==> config.mk <==
export PLATFORM = sky130hd
export DESIGN_NAME = atmh_hdr_regs
export DESIGN_NICKNAME = d
export VERILOG_FILES = /design/src/pkg/atmh_pkg.sv /design/src/hw/atmh_tx_gen.sv /design/src/hw/atmh_rx_cmp.sv /design/src/hw/atmh_hdr_regs.sv
export SDC_FILE = /design/constraint.sdc
export NUM_CORES = 1
export LEC_CHECK = 0
export BUFFER_PORTS_ARGS = -buffer_cell sky130_fd_sc_hd__buf_4
export CAP_MARGIN = 20
export CORE_ASPECT_RATIO = 0.5
export CORE_MARGIN = 1.5
export CORE_UTILIZATION = 28
export DETAILED_ROUTE_END_ITERATION = 8
export PLACE_DENSITY = 0.49
export SYNTH_ARGS = -nofsm -noshare
export SYNTH_HDL_FRONTEND = slang
export SYNTH_SLANG_ARGS = --single-unit
export TNS_END_PERCENT = 50
==> constraint.sdc <==
create_clock -name aclk -period 2.35 [get_ports aclk]
set_input_delay 0.235 -clock aclk [delete_from_list [all_inputs] [get_ports aclk]]
set_output_delay 0.235 -clock aclk [all_outputs]
set_load 0.02 [all_outputs]
==> src/pkg/atmh_pkg.sv <==
/*
  Shared constants and types for the test cell header register block.
  Assumes one 20 MHz system clock shared by software and the cell
  processors.
*/
// Notes on behaviour
// - Index 0x37 holds generator 3 header byte 1 in bits 15:8 and byte 2 in bits 7:0.
// - Indices 0x38, 0x39 and 0x3A hold bytes 1 and 2 of generators 2, 1 and 0.
// - Indices 0x3B and 0x3C hold bytes 3 and 4 of generators 3 and 2, byte 3 high.
// - Indices 0x3D and 0x3E hold bytes 3 and 4 of generators 1 and 0, byte 3 high.
// - An enabled generator puts a test cell with its header in place of an idle cell.
// - Generators 1 to 3 and analyzer 3 act only in four-channel mode.
// - Generator 0 acts in both four-channel and concatenated mode.
// - Every header register here is read/write and resets to zero.
// - Index 0x3F holds analyzer 3 expected bytes 1 and 2, byte 1 high.
// - Receive processor 3 flags a cell whose header equals the expected pattern.

package atmh_pkg;

  // ---------------------------------------------------------------
  // sizes
  // ---------------------------------------------------------------
  localparam int unsigned ADDR_W = 8;
  localparam int unsigned DATA_W = 32;
  localparam int unsigned NCH    = 4;

  // ---------------------------------------------------------------
  // register indices (byte address is four times the index)
  // ---------------------------------------------------------------
  localparam logic [5:0] IDX_TX12 [NCH] = '{6'h3A, 6'h39, 6'h38, 6'h37};
  localparam logic [5:0] IDX_TX34 [NCH] = '{6'h3E, 6'h3D, 6'h3C, 6'h3B};
  localparam logic [5:0] IDX_RX12      = 6'h3F;
  localparam logic [5:0] IDX_FIRST     = 6'h37;

  // ---------------------------------------------------------------
  // field positions, reset values, answers
  // ---------------------------------------------------------------
  localparam int unsigned HI_LSB      = 8;
  localparam logic [15:0] HDR_RST     = 16'h0000;
  localparam logic [1:0]  RESP_OKAY   = 2'h0;
  localparam logic [1:0]  RESP_SLVERR = 2'h2;

  typedef struct packed {
    logic [7:0] b1;
    logic [7:0] b2;
    logic [7:0] b3;
    logic [7:0] b4;
  } atmh_hdr_type;

endpackage : atmh_pkg

==> src/hw/atmh_tx_gen.sv <==
/*
  One transmit test cell generator.
  Assumes cell_start pulses for one cycle at each cell boundary, with
  cell_idle telling whether that cell would otherwise be idle.
*/
`timescale 1ns/100ps
`default_nettype none

module atmh_tx_gen
  import atmh_pkg::*;
(
  // clock and reset
  input  wire logic          aclk,
  input  wire logic          aresetn,
  // cell slot
  input  wire logic          cell_start,
  input  wire logic          cell_idle,
  input  wire logic          gen_en,
  input  wire logic          chan_on,
  // programmed header
  input  wire atmh_pkg::atmh_hdr_type hdr_reg,
  // test cell out
  output logic               test_sel,
  output atmh_pkg::atmh_hdr_type test_hdr
);

  logic         sel_ff;
  atmh_hdr_type hdr_ff;

  // ---------------------------------------------------------------
  // header taken only at the boundary
  // ---------------------------------------------------------------
  always_ff @(posedge aclk) begin
    if (!aresetn) begin
      hdr_ff <= '0;
    end else if (cell_start) begin
      hdr_ff <= hdr_reg;
    end
  end

  always_ff @(posedge aclk) begin
    if (!aresetn) begin
      sel_ff <= 1'b0;
    end else if (cell_start) begin
      sel_ff <= gen_en & cell_idle & chan_on;
    end
  end

  // bytes leave in order b1, b2, b3, b4
  assign test_hdr = hdr_ff;
  assign test_sel = sel_ff & chan_on;
endmodule : atmh_tx_gen

`default_nettype wire

==> src/hw/atmh_rx_cmp.sv <==
/*
  Test cell recogniser for receive cell processor 3.
  Assumes cell_start marks each boundary and hdr_valid pulses once the
  four received header bytes stand on cell_hdr.
*/
`timescale 1ns/100ps
`default_nettype none

module atmh_rx_cmp
  import atmh_pkg::*;
(
  // clock and reset
  input  wire logic          aclk,
  input  wire logic          aresetn,
  // received cell
  input  wire logic          cell_start,
  input  wire logic          hdr_valid,
  input  wire atmh_pkg::atmh_hdr_type cell_hdr,
  input  wire logic          chan_on,
  // expected pattern
  input  wire atmh_pkg::atmh_hdr_type exp_reg,
  // verdict
  output logic               test_valid,
  output logic               test_cell
);

  atmh_hdr_type exp_ff;
  logic         valid_ff;
  logic         match_ff;

  always_ff @(posedge aclk) begin
    if (!aresetn) begin
      exp_ff <= '0;
    end else if (cell_start) begin
      exp_ff <= exp_reg;
    end
  end

  always_ff @(posedge aclk) begin
    if (!aresetn) begin
      valid_ff <= 1'b0;
      match_ff <= 1'b0;
    end else begin
      valid_ff <= hdr_valid;
      if (hdr_valid) begin
        match_ff <= chan_on && (cell_hdr == exp_ff);
      end
    end
  end

  assign test_valid = valid_ff;
  assign test_cell  = match_ff;
endmodule : atmh_rx_cmp

`default_nettype wire

==> src/hw/atmh_hdr_regs.sv <==
/*
  Test cell header registers with an AXI4-Lite slave, four transmit
  test cell generators and the receive analyzer 3 recogniser.
  Assumes the cell processors run on aclk; enable bits, mode and the
  analyzer 3 bytes 3/4 register come in as plain inputs.
*/
`timescale 1ns/100ps
`default_nettype none

module atmh_hdr_regs (
  // clock and reset
  input  wire logic                     aclk,
  input  wire logic                     aresetn,
  // axi4-lite write address
  input  wire logic [atmh_pkg::ADDR_W-1:0] s_axi_awaddr,
  input  wire logic                     s_axi_awvalid,
  output logic                          s_axi_awready,
  // axi4-lite write data
  input  wire logic [atmh_pkg::DATA_W-1:0] s_axi_wdata,
  input  wire logic [3:0]               s_axi_wstrb,
  input  wire logic                     s_axi_wvalid,
  output logic                          s_axi_wready,
  // axi4-lite write response
  output logic [1:0]                    s_axi_bresp,
  output logic                          s_axi_bvalid,
  input  wire logic                     s_axi_bready,
  // axi4-lite read
  input  wire logic [atmh_pkg::ADDR_W-1:0] s_axi_araddr,
  input  wire logic                     s_axi_arvalid,
  output logic                          s_axi_arready,
  output logic [atmh_pkg::DATA_W-1:0]   s_axi_rdata,
  output logic [1:0]                    s_axi_rresp,
  output logic                          s_axi_rvalid,
  input  wire logic                     s_axi_rready,
  // mode
  input  wire logic                     concat_mode,
  // transmit cell processors
  input  wire logic [atmh_pkg::NCH-1:0] tx_cell_start,
  input  wire logic [atmh_pkg::NCH-1:0] tx_cell_idle,
  input  wire logic [atmh_pkg::NCH-1:0] tx_gen_en,
  output logic [atmh_pkg::NCH-1:0]      tx_test_sel,
  output atmh_pkg::atmh_hdr_type        tx_test_hdr [atmh_pkg::NCH],
  // receive cell processor 3
  input  wire logic                     rx3_cell_start,
  input  wire logic                     rx3_hdr_valid,
  input  wire atmh_pkg::atmh_hdr_type   rx3_cell_hdr,
  input  wire logic [15:0]              rx3_exp_bytes_3_4,
  output logic                          rx3_test_valid,
  output logic                          rx3_test_cell
);
  import atmh_pkg::*;

  // ---------------------------------------------------------------
  // storage
  // ---------------------------------------------------------------
  logic [15:0]       tx12_ff [NCH];
  logic [15:0]       tx34_ff [NCH];
  logic [15:0]       rx12_ff;

  logic              aw_held_ff;
  logic              w_held_ff;
  logic [5:0]        wr_idx_ff;
  logic [15:0]       wdata_ff;
  logic [1:0]        wstrb_ff;
  logic              bvalid_ff;
  logic [1:0]        bresp_ff;
  logic              rvalid_ff;
  logic [1:0]        rresp_ff;
  logic [15:0]       rdata_ff;

  logic              wr_fire;
  logic              aw_fire;
  logic              w_fire;
  logic              ar_fire;
  logic [5:0]        ar_idx;
  logic [NCH-1:0]    chan_on;

  // ---------------------------------------------------------------
  // address helpers
  // ---------------------------------------------------------------
  function automatic logic idx_mapped(input logic [5:0] idx);
    idx_mapped = (idx >= IDX_FIRST) && (idx <= IDX_RX12);
  endfunction : idx_mapped

  // ---------------------------------------------------------------
  // write channel capture, either order
  // ---------------------------------------------------------------
  assign s_axi_awready = !aw_held_ff && !bvalid_ff;
  assign s_axi_wready  = !w_held_ff && !bvalid_ff;
  assign aw_fire       = s_axi_awvalid && s_axi_awready;
  assign w_fire        = s_axi_wvalid && s_axi_wready;
  assign wr_fire       = aw_held_ff && w_held_ff;

  always_ff @(posedge aclk) begin
    if (!aresetn) begin
      aw_held_ff <= 1'b0;
      wr_idx_ff  <= '0;
    end else if (aw_fire) begin
      aw_held_ff <= 1'b1;
      wr_idx_ff  <= s_axi_awaddr[ADDR_W-1:2];
    end else if (wr_fire) begin
      aw_held_ff <= 1'b0;
    end
  end

  always_ff @(posedge aclk) begin
    if (!aresetn) begin
      w_held_ff <= 1'b0;
      wdata_ff  <= '0;
      wstrb_ff  <= '0;
    end else if (w_fire) begin
      w_held_ff <= 1'b1;
      wdata_ff  <= s_axi_wdata[15:0];
      wstrb_ff  <= s_axi_wstrb[1:0];
    end else if (wr_fire) begin
      w_held_ff <= 1'b0;
    end
  end

  // ---------------------------------------------------------------
  // write response
  // ---------------------------------------------------------------
  always_ff @(posedge aclk) begin
    if (!aresetn) begin
      bvalid_ff <= 1'b0;
      bresp_ff  <= RESP_OKAY;
    end else if (wr_fire) begin
      bvalid_ff <= 1'b1;
      bresp_ff  <= idx_mapped(wr_idx_ff) ? RESP_OKAY : RESP_SLVERR;
    end else if (s_axi_bready) begin
      bvalid_ff <= 1'b0;
    end
  end

  assign s_axi_bvalid = bvalid_ff;
  assign s_axi_bresp  = bresp_ff;

  // ---------------------------------------------------------------
  // header registers, one pair per generator
  // ---------------------------------------------------------------
  generate
    for (genvar c = 0; c < NCH; c++) begin : g_txreg
      always_ff @(posedge aclk) begin
        if (!aresetn) begin
          tx12_ff[c] <= HDR_RST;
        end else if (wr_fire && wr_idx_ff == IDX_TX12[c]) begin
          if (wstrb_ff[1]) begin
            tx12_ff[c][15:HI_LSB] <= wdata_ff[15:HI_LSB];
          end
          if (wstrb_ff[0]) begin
            tx12_ff[c][HI_LSB-1:0] <= wdata_ff[HI_LSB-1:0];
          end
        end
      end

      always_ff @(posedge aclk) begin
        if (!aresetn) begin
          tx34_ff[c] <= HDR_RST;
        end else if (wr_fire && wr_idx_ff == IDX_TX34[c]) begin
          if (wstrb_ff[1]) begin
            tx34_ff[c][15:HI_LSB] <= wdata_ff[15:HI_LSB];
          end
          if (wstrb_ff[0]) begin
            tx34_ff[c][HI_LSB-1:0] <= wdata_ff[HI_LSB-1:0];
          end
        end
      end

      // channel 0 runs in both modes, the others only in four-channel
      assign chan_on[c] = (c == 0) ? 1'b1 : !concat_mode;

      atmh_tx_gen u_gen (
        .aclk       (aclk),
        .aresetn    (aresetn),
        .cell_start (tx_cell_start[c]),
        .cell_idle  (tx_cell_idle[c]),
        .gen_en     (tx_gen_en[c]),
        .chan_on    (chan_on[c]),
        .hdr_reg    ({tx12_ff[c], tx34_ff[c]}),
        .test_sel   (tx_test_sel[c]),
        .test_hdr   (tx_test_hdr[c])
      );
    end
  endgenerate

  // ---------------------------------------------------------------
  // analyzer 3 expected bytes 1 and 2
  // ---------------------------------------------------------------
  always_ff @(posedge aclk) begin
    if (!aresetn) begin
      rx12_ff <= HDR_RST;
    end else if (wr_fire && wr_idx_ff == IDX_RX12) begin
      if (wstrb_ff[1]) begin
        rx12_ff[15:HI_LSB] <= wdata_ff[15:HI_LSB];
      end
      if (wstrb_ff[0]) begin
        rx12_ff[HI_LSB-1:0] <= wdata_ff[HI_LSB-1:0];
      end
    end
  end

  atmh_rx_cmp u_rx3 (
    .aclk       (aclk),
    .aresetn    (aresetn),
    .cell_start (rx3_cell_start),
    .hdr_valid  (rx3_hdr_valid),
    .cell_hdr   (rx3_cell_hdr),
    .chan_on    (chan_on[NCH-1]),
    .exp_reg    ({rx12_ff, rx3_exp_bytes_3_4}),
    .test_valid (rx3_test_valid),
    .test_cell  (rx3_test_cell)
  );

  // ---------------------------------------------------------------
  // read channel
  // ---------------------------------------------------------------
  assign s_axi_arready = !rvalid_ff;
  assign ar_fire       = s_axi_arvalid && s_axi_arready;
  assign ar_idx        = s_axi_araddr[ADDR_W-1:2];

  function automatic logic [15:0] rd_word(input logic [5:0] idx);
    rd_word = '0;
    for (int c = 0; c < NCH; c++) begin
      if (idx == IDX_TX12[c]) begin
        rd_word = tx12_ff[c];
      end
      if (idx == IDX_TX34[c]) begin
        rd_word = tx34_ff[c];
      end
    end
    if (idx == IDX_RX12) begin
      rd_word = rx12_ff;
    end
  endfunction : rd_word

  always_ff @(posedge aclk) begin
    if (!aresetn) begin
      rvalid_ff <= 1'b0;
      rresp_ff  <= RESP_OKAY;
      rdata_ff  <= '0;
    end else if (ar_fire) begin
      rvalid_ff <= 1'b1;
      rresp_ff  <= idx_mapped(ar_idx) ? RESP_OKAY : RESP_SLVERR;
      rdata_ff  <= rd_word(ar_idx);
    end else if (s_axi_rready) begin
      rvalid_ff <= 1'b0;
    end
  end

  // upper half reads as zero
  assign s_axi_rvalid = rvalid_ff;
  assign s_axi_rresp  = rresp_ff;
  assign s_axi_rdata  = {16'h0000, rdata_ff};
endmodule : atmh_hdr_regs

`default_nettype wire

After elaboration in Yosys (flattened, before gate mapping)

Memory sizes are Yosys's and may differ from the RTL's.
Cells that the tools add are included.

Memories kept: 2
Memory bits (writable): 128
Bits of input ports: 122
Output and inout port bits: 175
Logic and storage cells: 203
Bits in registers: 230

Memories:

| memory  | words | width | rd ports | clocked after Yosys merged registers in | wr ports | line                | text |
|---|---|---|---|---|---|---|---|
| tx12_ff | 4     | 16    | 4        | 0                                       | 4        | atmh_hdr_regs.sv:56 | `logic [15:0] tx12_ff [NCH];` |
| tx34_ff | 4     | 16    | 4        | 0                                       | 4        | atmh_hdr_regs.sv:57 | `logic [15:0] tx34_ff [NCH];` |

Bitwise logic cells: 26
Magnitude comparators: 4
Multiplexer cells: 85
Equality and inequality tests: 19
Reductions and logical operators: 29

Operators with widths:

| cell                                                      | number |
|---|---|
| two-way mux 16 bit                                        | 9 |
| two-way mux 8 bit                                         | 16 |
| equality test 6 bit (second input constant)               | 18 |
| two-way mux 1 bit                                         | 58 |
| equality test 32 bit                                      | 1 |
| logical AND 1 bit                                         | 18 |
| bitwise OR 1 bit                                          | 16 |
| greater-or-equal comparator 6 bit (second input constant) | 2 |
| <= comparator 6 bit (second input constant)               | 2 |
| AND 1 bit                                                 | 10 |
| nonzero test 2 bit                                        | 4 |
| logical NOT 1 bit                                         | 5 |
| two-way mux 2 bit                                         | 2 |
| AND reduction 2 bit                                       | 2 |

Depth between registers and ports, before layout

Word-level depth: 10
Depth in mapped cells: 8

Hierarchy

Synthesis repeated with hierarchy kept, for this count alone.

Cell total of the unflattened synthesis: 1,355
Area, all modules: 15,421.0 um2

Modules (own cells, without submodules):

| module        | area an instance (um2) | sequential area each (um2) | cells an instance | times used |
|---|---|---|---|---|
| atmh_hdr_regs | 8,694.6                | 5,084.9                    | 771               | 1 |
| atmh_tx_gen   | 1,275.0                | 660.6                      | 108               | 4 |
| atmh_rx_cmp   | 1,626.6                | 680.7                      | 152               | 1 |

Worst setup path before layout

No wires, ideal clock.

Path type: register -> register
From: register w_held_ff
To: memory tx34_ff[2][0], enable pin
Path buffers: 1
Required time: 1.966 ns
Slack: 0.061 ns
Setup time: 0.384 ns
Stages on the path, launching flop included: 6
Clock period less this slack: 2.289 ns
Data arrival time: 1.905 ns
Path through: dfxtp_1 -> clkbuf_2 -> nand2_1 -> or3_1 -> or2_2 -> o21ai_0

RTL lines:

| item                   | line                 | text |
|---|---|---|
| from (decl)            | atmh_hdr_regs.sv:61  | `logic w_held_ff;` |
| from (signal assigned) | atmh_hdr_regs.sv:108 | `w_held_ff <= 1'b0;` |
| from (signal assigned) | atmh_hdr_regs.sv:112 | `w_held_ff <= 1'b1;` |
| from (signal assigned) | atmh_hdr_regs.sv:116 | `w_held_ff <= 1'b0;` |
| to (decl)              | atmh_hdr_regs.sv:57  |  |

==> results.ini <==
[run_status]
status = completed

[clock_tree]
clk_pin_slew_ps = 70
h-tree-depth = 2
cts.path.max_buffers = 3
cts_root_buf = clkbuf_16
cts.sinks = 356
postCtsHoldBufs = 48
cts_resized = 0
postCtsSetupRepairBufs = 0
clock_latency_ps = 540
cts_tree = done
cts_inserted_buffers = 36

[timing]
finalCriticalPeriod_ps = 2080
worst_clock_skew_ps = 21.8
period_share_pct = 88.4
slew_headroom_pct = 35.4
setup_viol = 0
tightest_slew_ps = 965
fmaxAchievable_mhz = 481
totalNegativeSetupSlack_ps = 0
finalHoldViolations = 0
drv_slew = 0
rsz0062_at_grt = false

[synth]
synth_cell_type_count = 54
yosysWarnings = 0
synth_commonest_cells = dfxtp_1, mux2i_1, and2_1
synthTopCellsByArea = dfxtp_1, edfxtp_1, mux2i_1
yosysTopAreaCell = dfxtp_1
synth_area_per_cell_um2 = 10.9
ys_ff_latch = 356
synth.top_cell.area_share_pct = 30.2
synth_top_flop_cell = dfxtp_1
synth_edf_count = 128
synthCells = 1392
ys_seq_area_share_pct = 55.6
syn-cell-area_um2 = 15100
yosysMostFrequentCell = dfxtp_1
ys_async_sr_fraction_pct = 0

[die]
initial_core_util_pct = 28.7
core_area_um2 = 52600
pin_count = 297
die-width_um = 332
rows = 59
dieHeight_um = 167
die_area_um2 = 55500

[layout]
drive_gt1_share_pct = 22.3
nets = 1823
finalInstanceArea_um2 = 19500
final_util_pct = 37.1
area_delta_synth_final_pct = 29.2

[worst_setup_path]
crit_chain = nand2_1 > or3_1 > or2_2 > o21ai_0 > buf_4
crit_slowest_cell = or3_1
required_ps = 2590
start_kind = flip-flop
worstSetupEndpointType = flip-flop
cp_max_fo = 8
cp_data_arrival_time_ps = 2320
slowest_delay_ps = 470
critical_path_class = reg -> reg
ff2ff_setup_slack_ps = 270

[placement]
gp_congestion = 0.843
io_buffers = 256
dp_hpwl_mm = 36.8
placed_area_um2 = 17900

[drt]
final_antenna_net_count = 0
drt-total-wl_mm = 51.0
dr_total_vias = 11295
drt_iter0_markers = 977
drt-pass1-iter-count = 5
routed_via_density = 4.65
post_drt_wl_per_cell_um = 21.0
drcViolationCount = 0

[grt]
grt_pass1_wl_mm = 73.6
grt_usage_pct = 17.8
grt_pass1_vias = 11177
gr-total-overflow = 0
antenna_found_initial = 3
grt_max_degree = 136

[power]
p_per_area_nw_per_um2 = 716
finalPower_w = 0.0140
peakVddDrop_v = 0.000357
leakage_nw = 7.90

[worst_hold_path]
hold_class = in -> reg

[job]
drv_cap = 0

-- through the flow --
stage               hold WS, ps  setup slack [ps]  cells
floorplan                   335              60.8   1409
global placement            428               293   2316
detailed placement          428               295   2316
CTS                        1.01               297   2429
global route               15.2               196   2429
finish                     8.06               272   2430
-- state kept, by name (all words and copies together), names as in the netlist --
name	cells
tx34_ff	64
wdata_ff	16
s_axi_rvalid	1
wstrb_ff	2
g_txreg.u_gen.test_hdr	128
wr_idx_ff	6
u_rx3.test_cell	1
s_axi_bvalid	1
s_axi_rresp	1
u_rx3.exp_ff	32
s_axi_bresp	1
rx12_ff	16
rdata_ff	16
u_rx3.test_valid	1
tx12_ff	64
aw_held_ff	1
g_txreg.u_gen.sel_ff	4
w_held_ff	1
-- placed cells by master, fill, tap and decap left out, types with 9 or more instances in the layout --
cell type / instances
mux2i_1: 196
nor2b_1: 82
nand2_1: 89
o221ai_2: 9
a21oi_1: 63
o221ai_1: 16
buf_4: 307
dfxtp_1: 228
conb_1: 18
nand2b_1: 10
edfxtp_1: 128
o22ai_1: 15
a22oi_1: 27
nand3_1: 24
nor3_1: 21
and3_1: 13
and2_1: 131
clkbuf_16: 37
nor2_1: 130
dlygate4sd3_1: 48
o21ai_0: 16
xnor2_1: 24
-- worst paths after layout --
check | endpoint | startpoint | cells after the start
min reg2reg | g_txreg[3].u_gen.sel_ff$_SDFFE_PN0P_ | g_txreg[3].u_gen.sel_ff$_SDFFE_PN0P_ | 2
max | tx34_ff[2][14]$_SDFFCE_PN0P_ | w_held_ff$_SDFFE_PN0P_ | 5
max reg2reg | tx34_ff[2][14]$_SDFFCE_PN0P_ | w_held_ff$_SDFFE_PN0P_ | 5
min | wdata_ff[8]$_SDFFE_PN0P_ | s_axi_wdata[8] | 3
-- worst max-delay path, delay by kind of cell, from the launching register on --
kind,cells,cell delay (ps)
flops,1,420
buf+inv,1,210
simple gates,3,1000
compound gates,1,160
-- cell type report --
type,count,area (um2)
diodes,1,2.50
clock buffers,52,1040
clock inverters,13,106
fillers,5275,33100
inverters,5,21.3
multi-input cells,945,6230
flip-flops and latches,356,8410
well taps,701,877
repair buffers,357,2830
-- report_power, final --
| part | total, W | switching, W | leakage [nW] | internal (W) |
|---|---|---|---|---|
| registers | 0.00687 | 0.000269 | 3.19 | 0.00660 |
| logic | 0.00132 | 0.000719 | 4.15 | 0.000599 |
| clock network | 0.00578 | 0.00255 | 0.563 | 0.00323 |
-- cell families after synthesis --
family / Yosys count / share of synthesized area (%)
AND/OR/NAND/NOR: 538 / 18.7
flip-flops: 356 / 55.6
multiplexers: 196 / 13.0
AO/OA/AOI/OAI: 161 / 7.23
buffers and inverters: 108 / 3.53
XOR/XNOR: 32 / 1.85
other: 1 / 0.0248
-- layer usage --
| layer | track usage [%] | up-vias | share of wire, % |
|---|---|---|---|
| met3 | 2.30 | 55 | 4.7 |
| met4 | 3.51 | 0 | 1.3 |
| met2 | 30.6 | 247 | 49 |
| met1 | 24.1 | 5545 | 45 |
| li1 | - | 5448 | - |
| met5 | 0 | - | 0 |
Note: power is estimated with default switching activity, not from simulation.
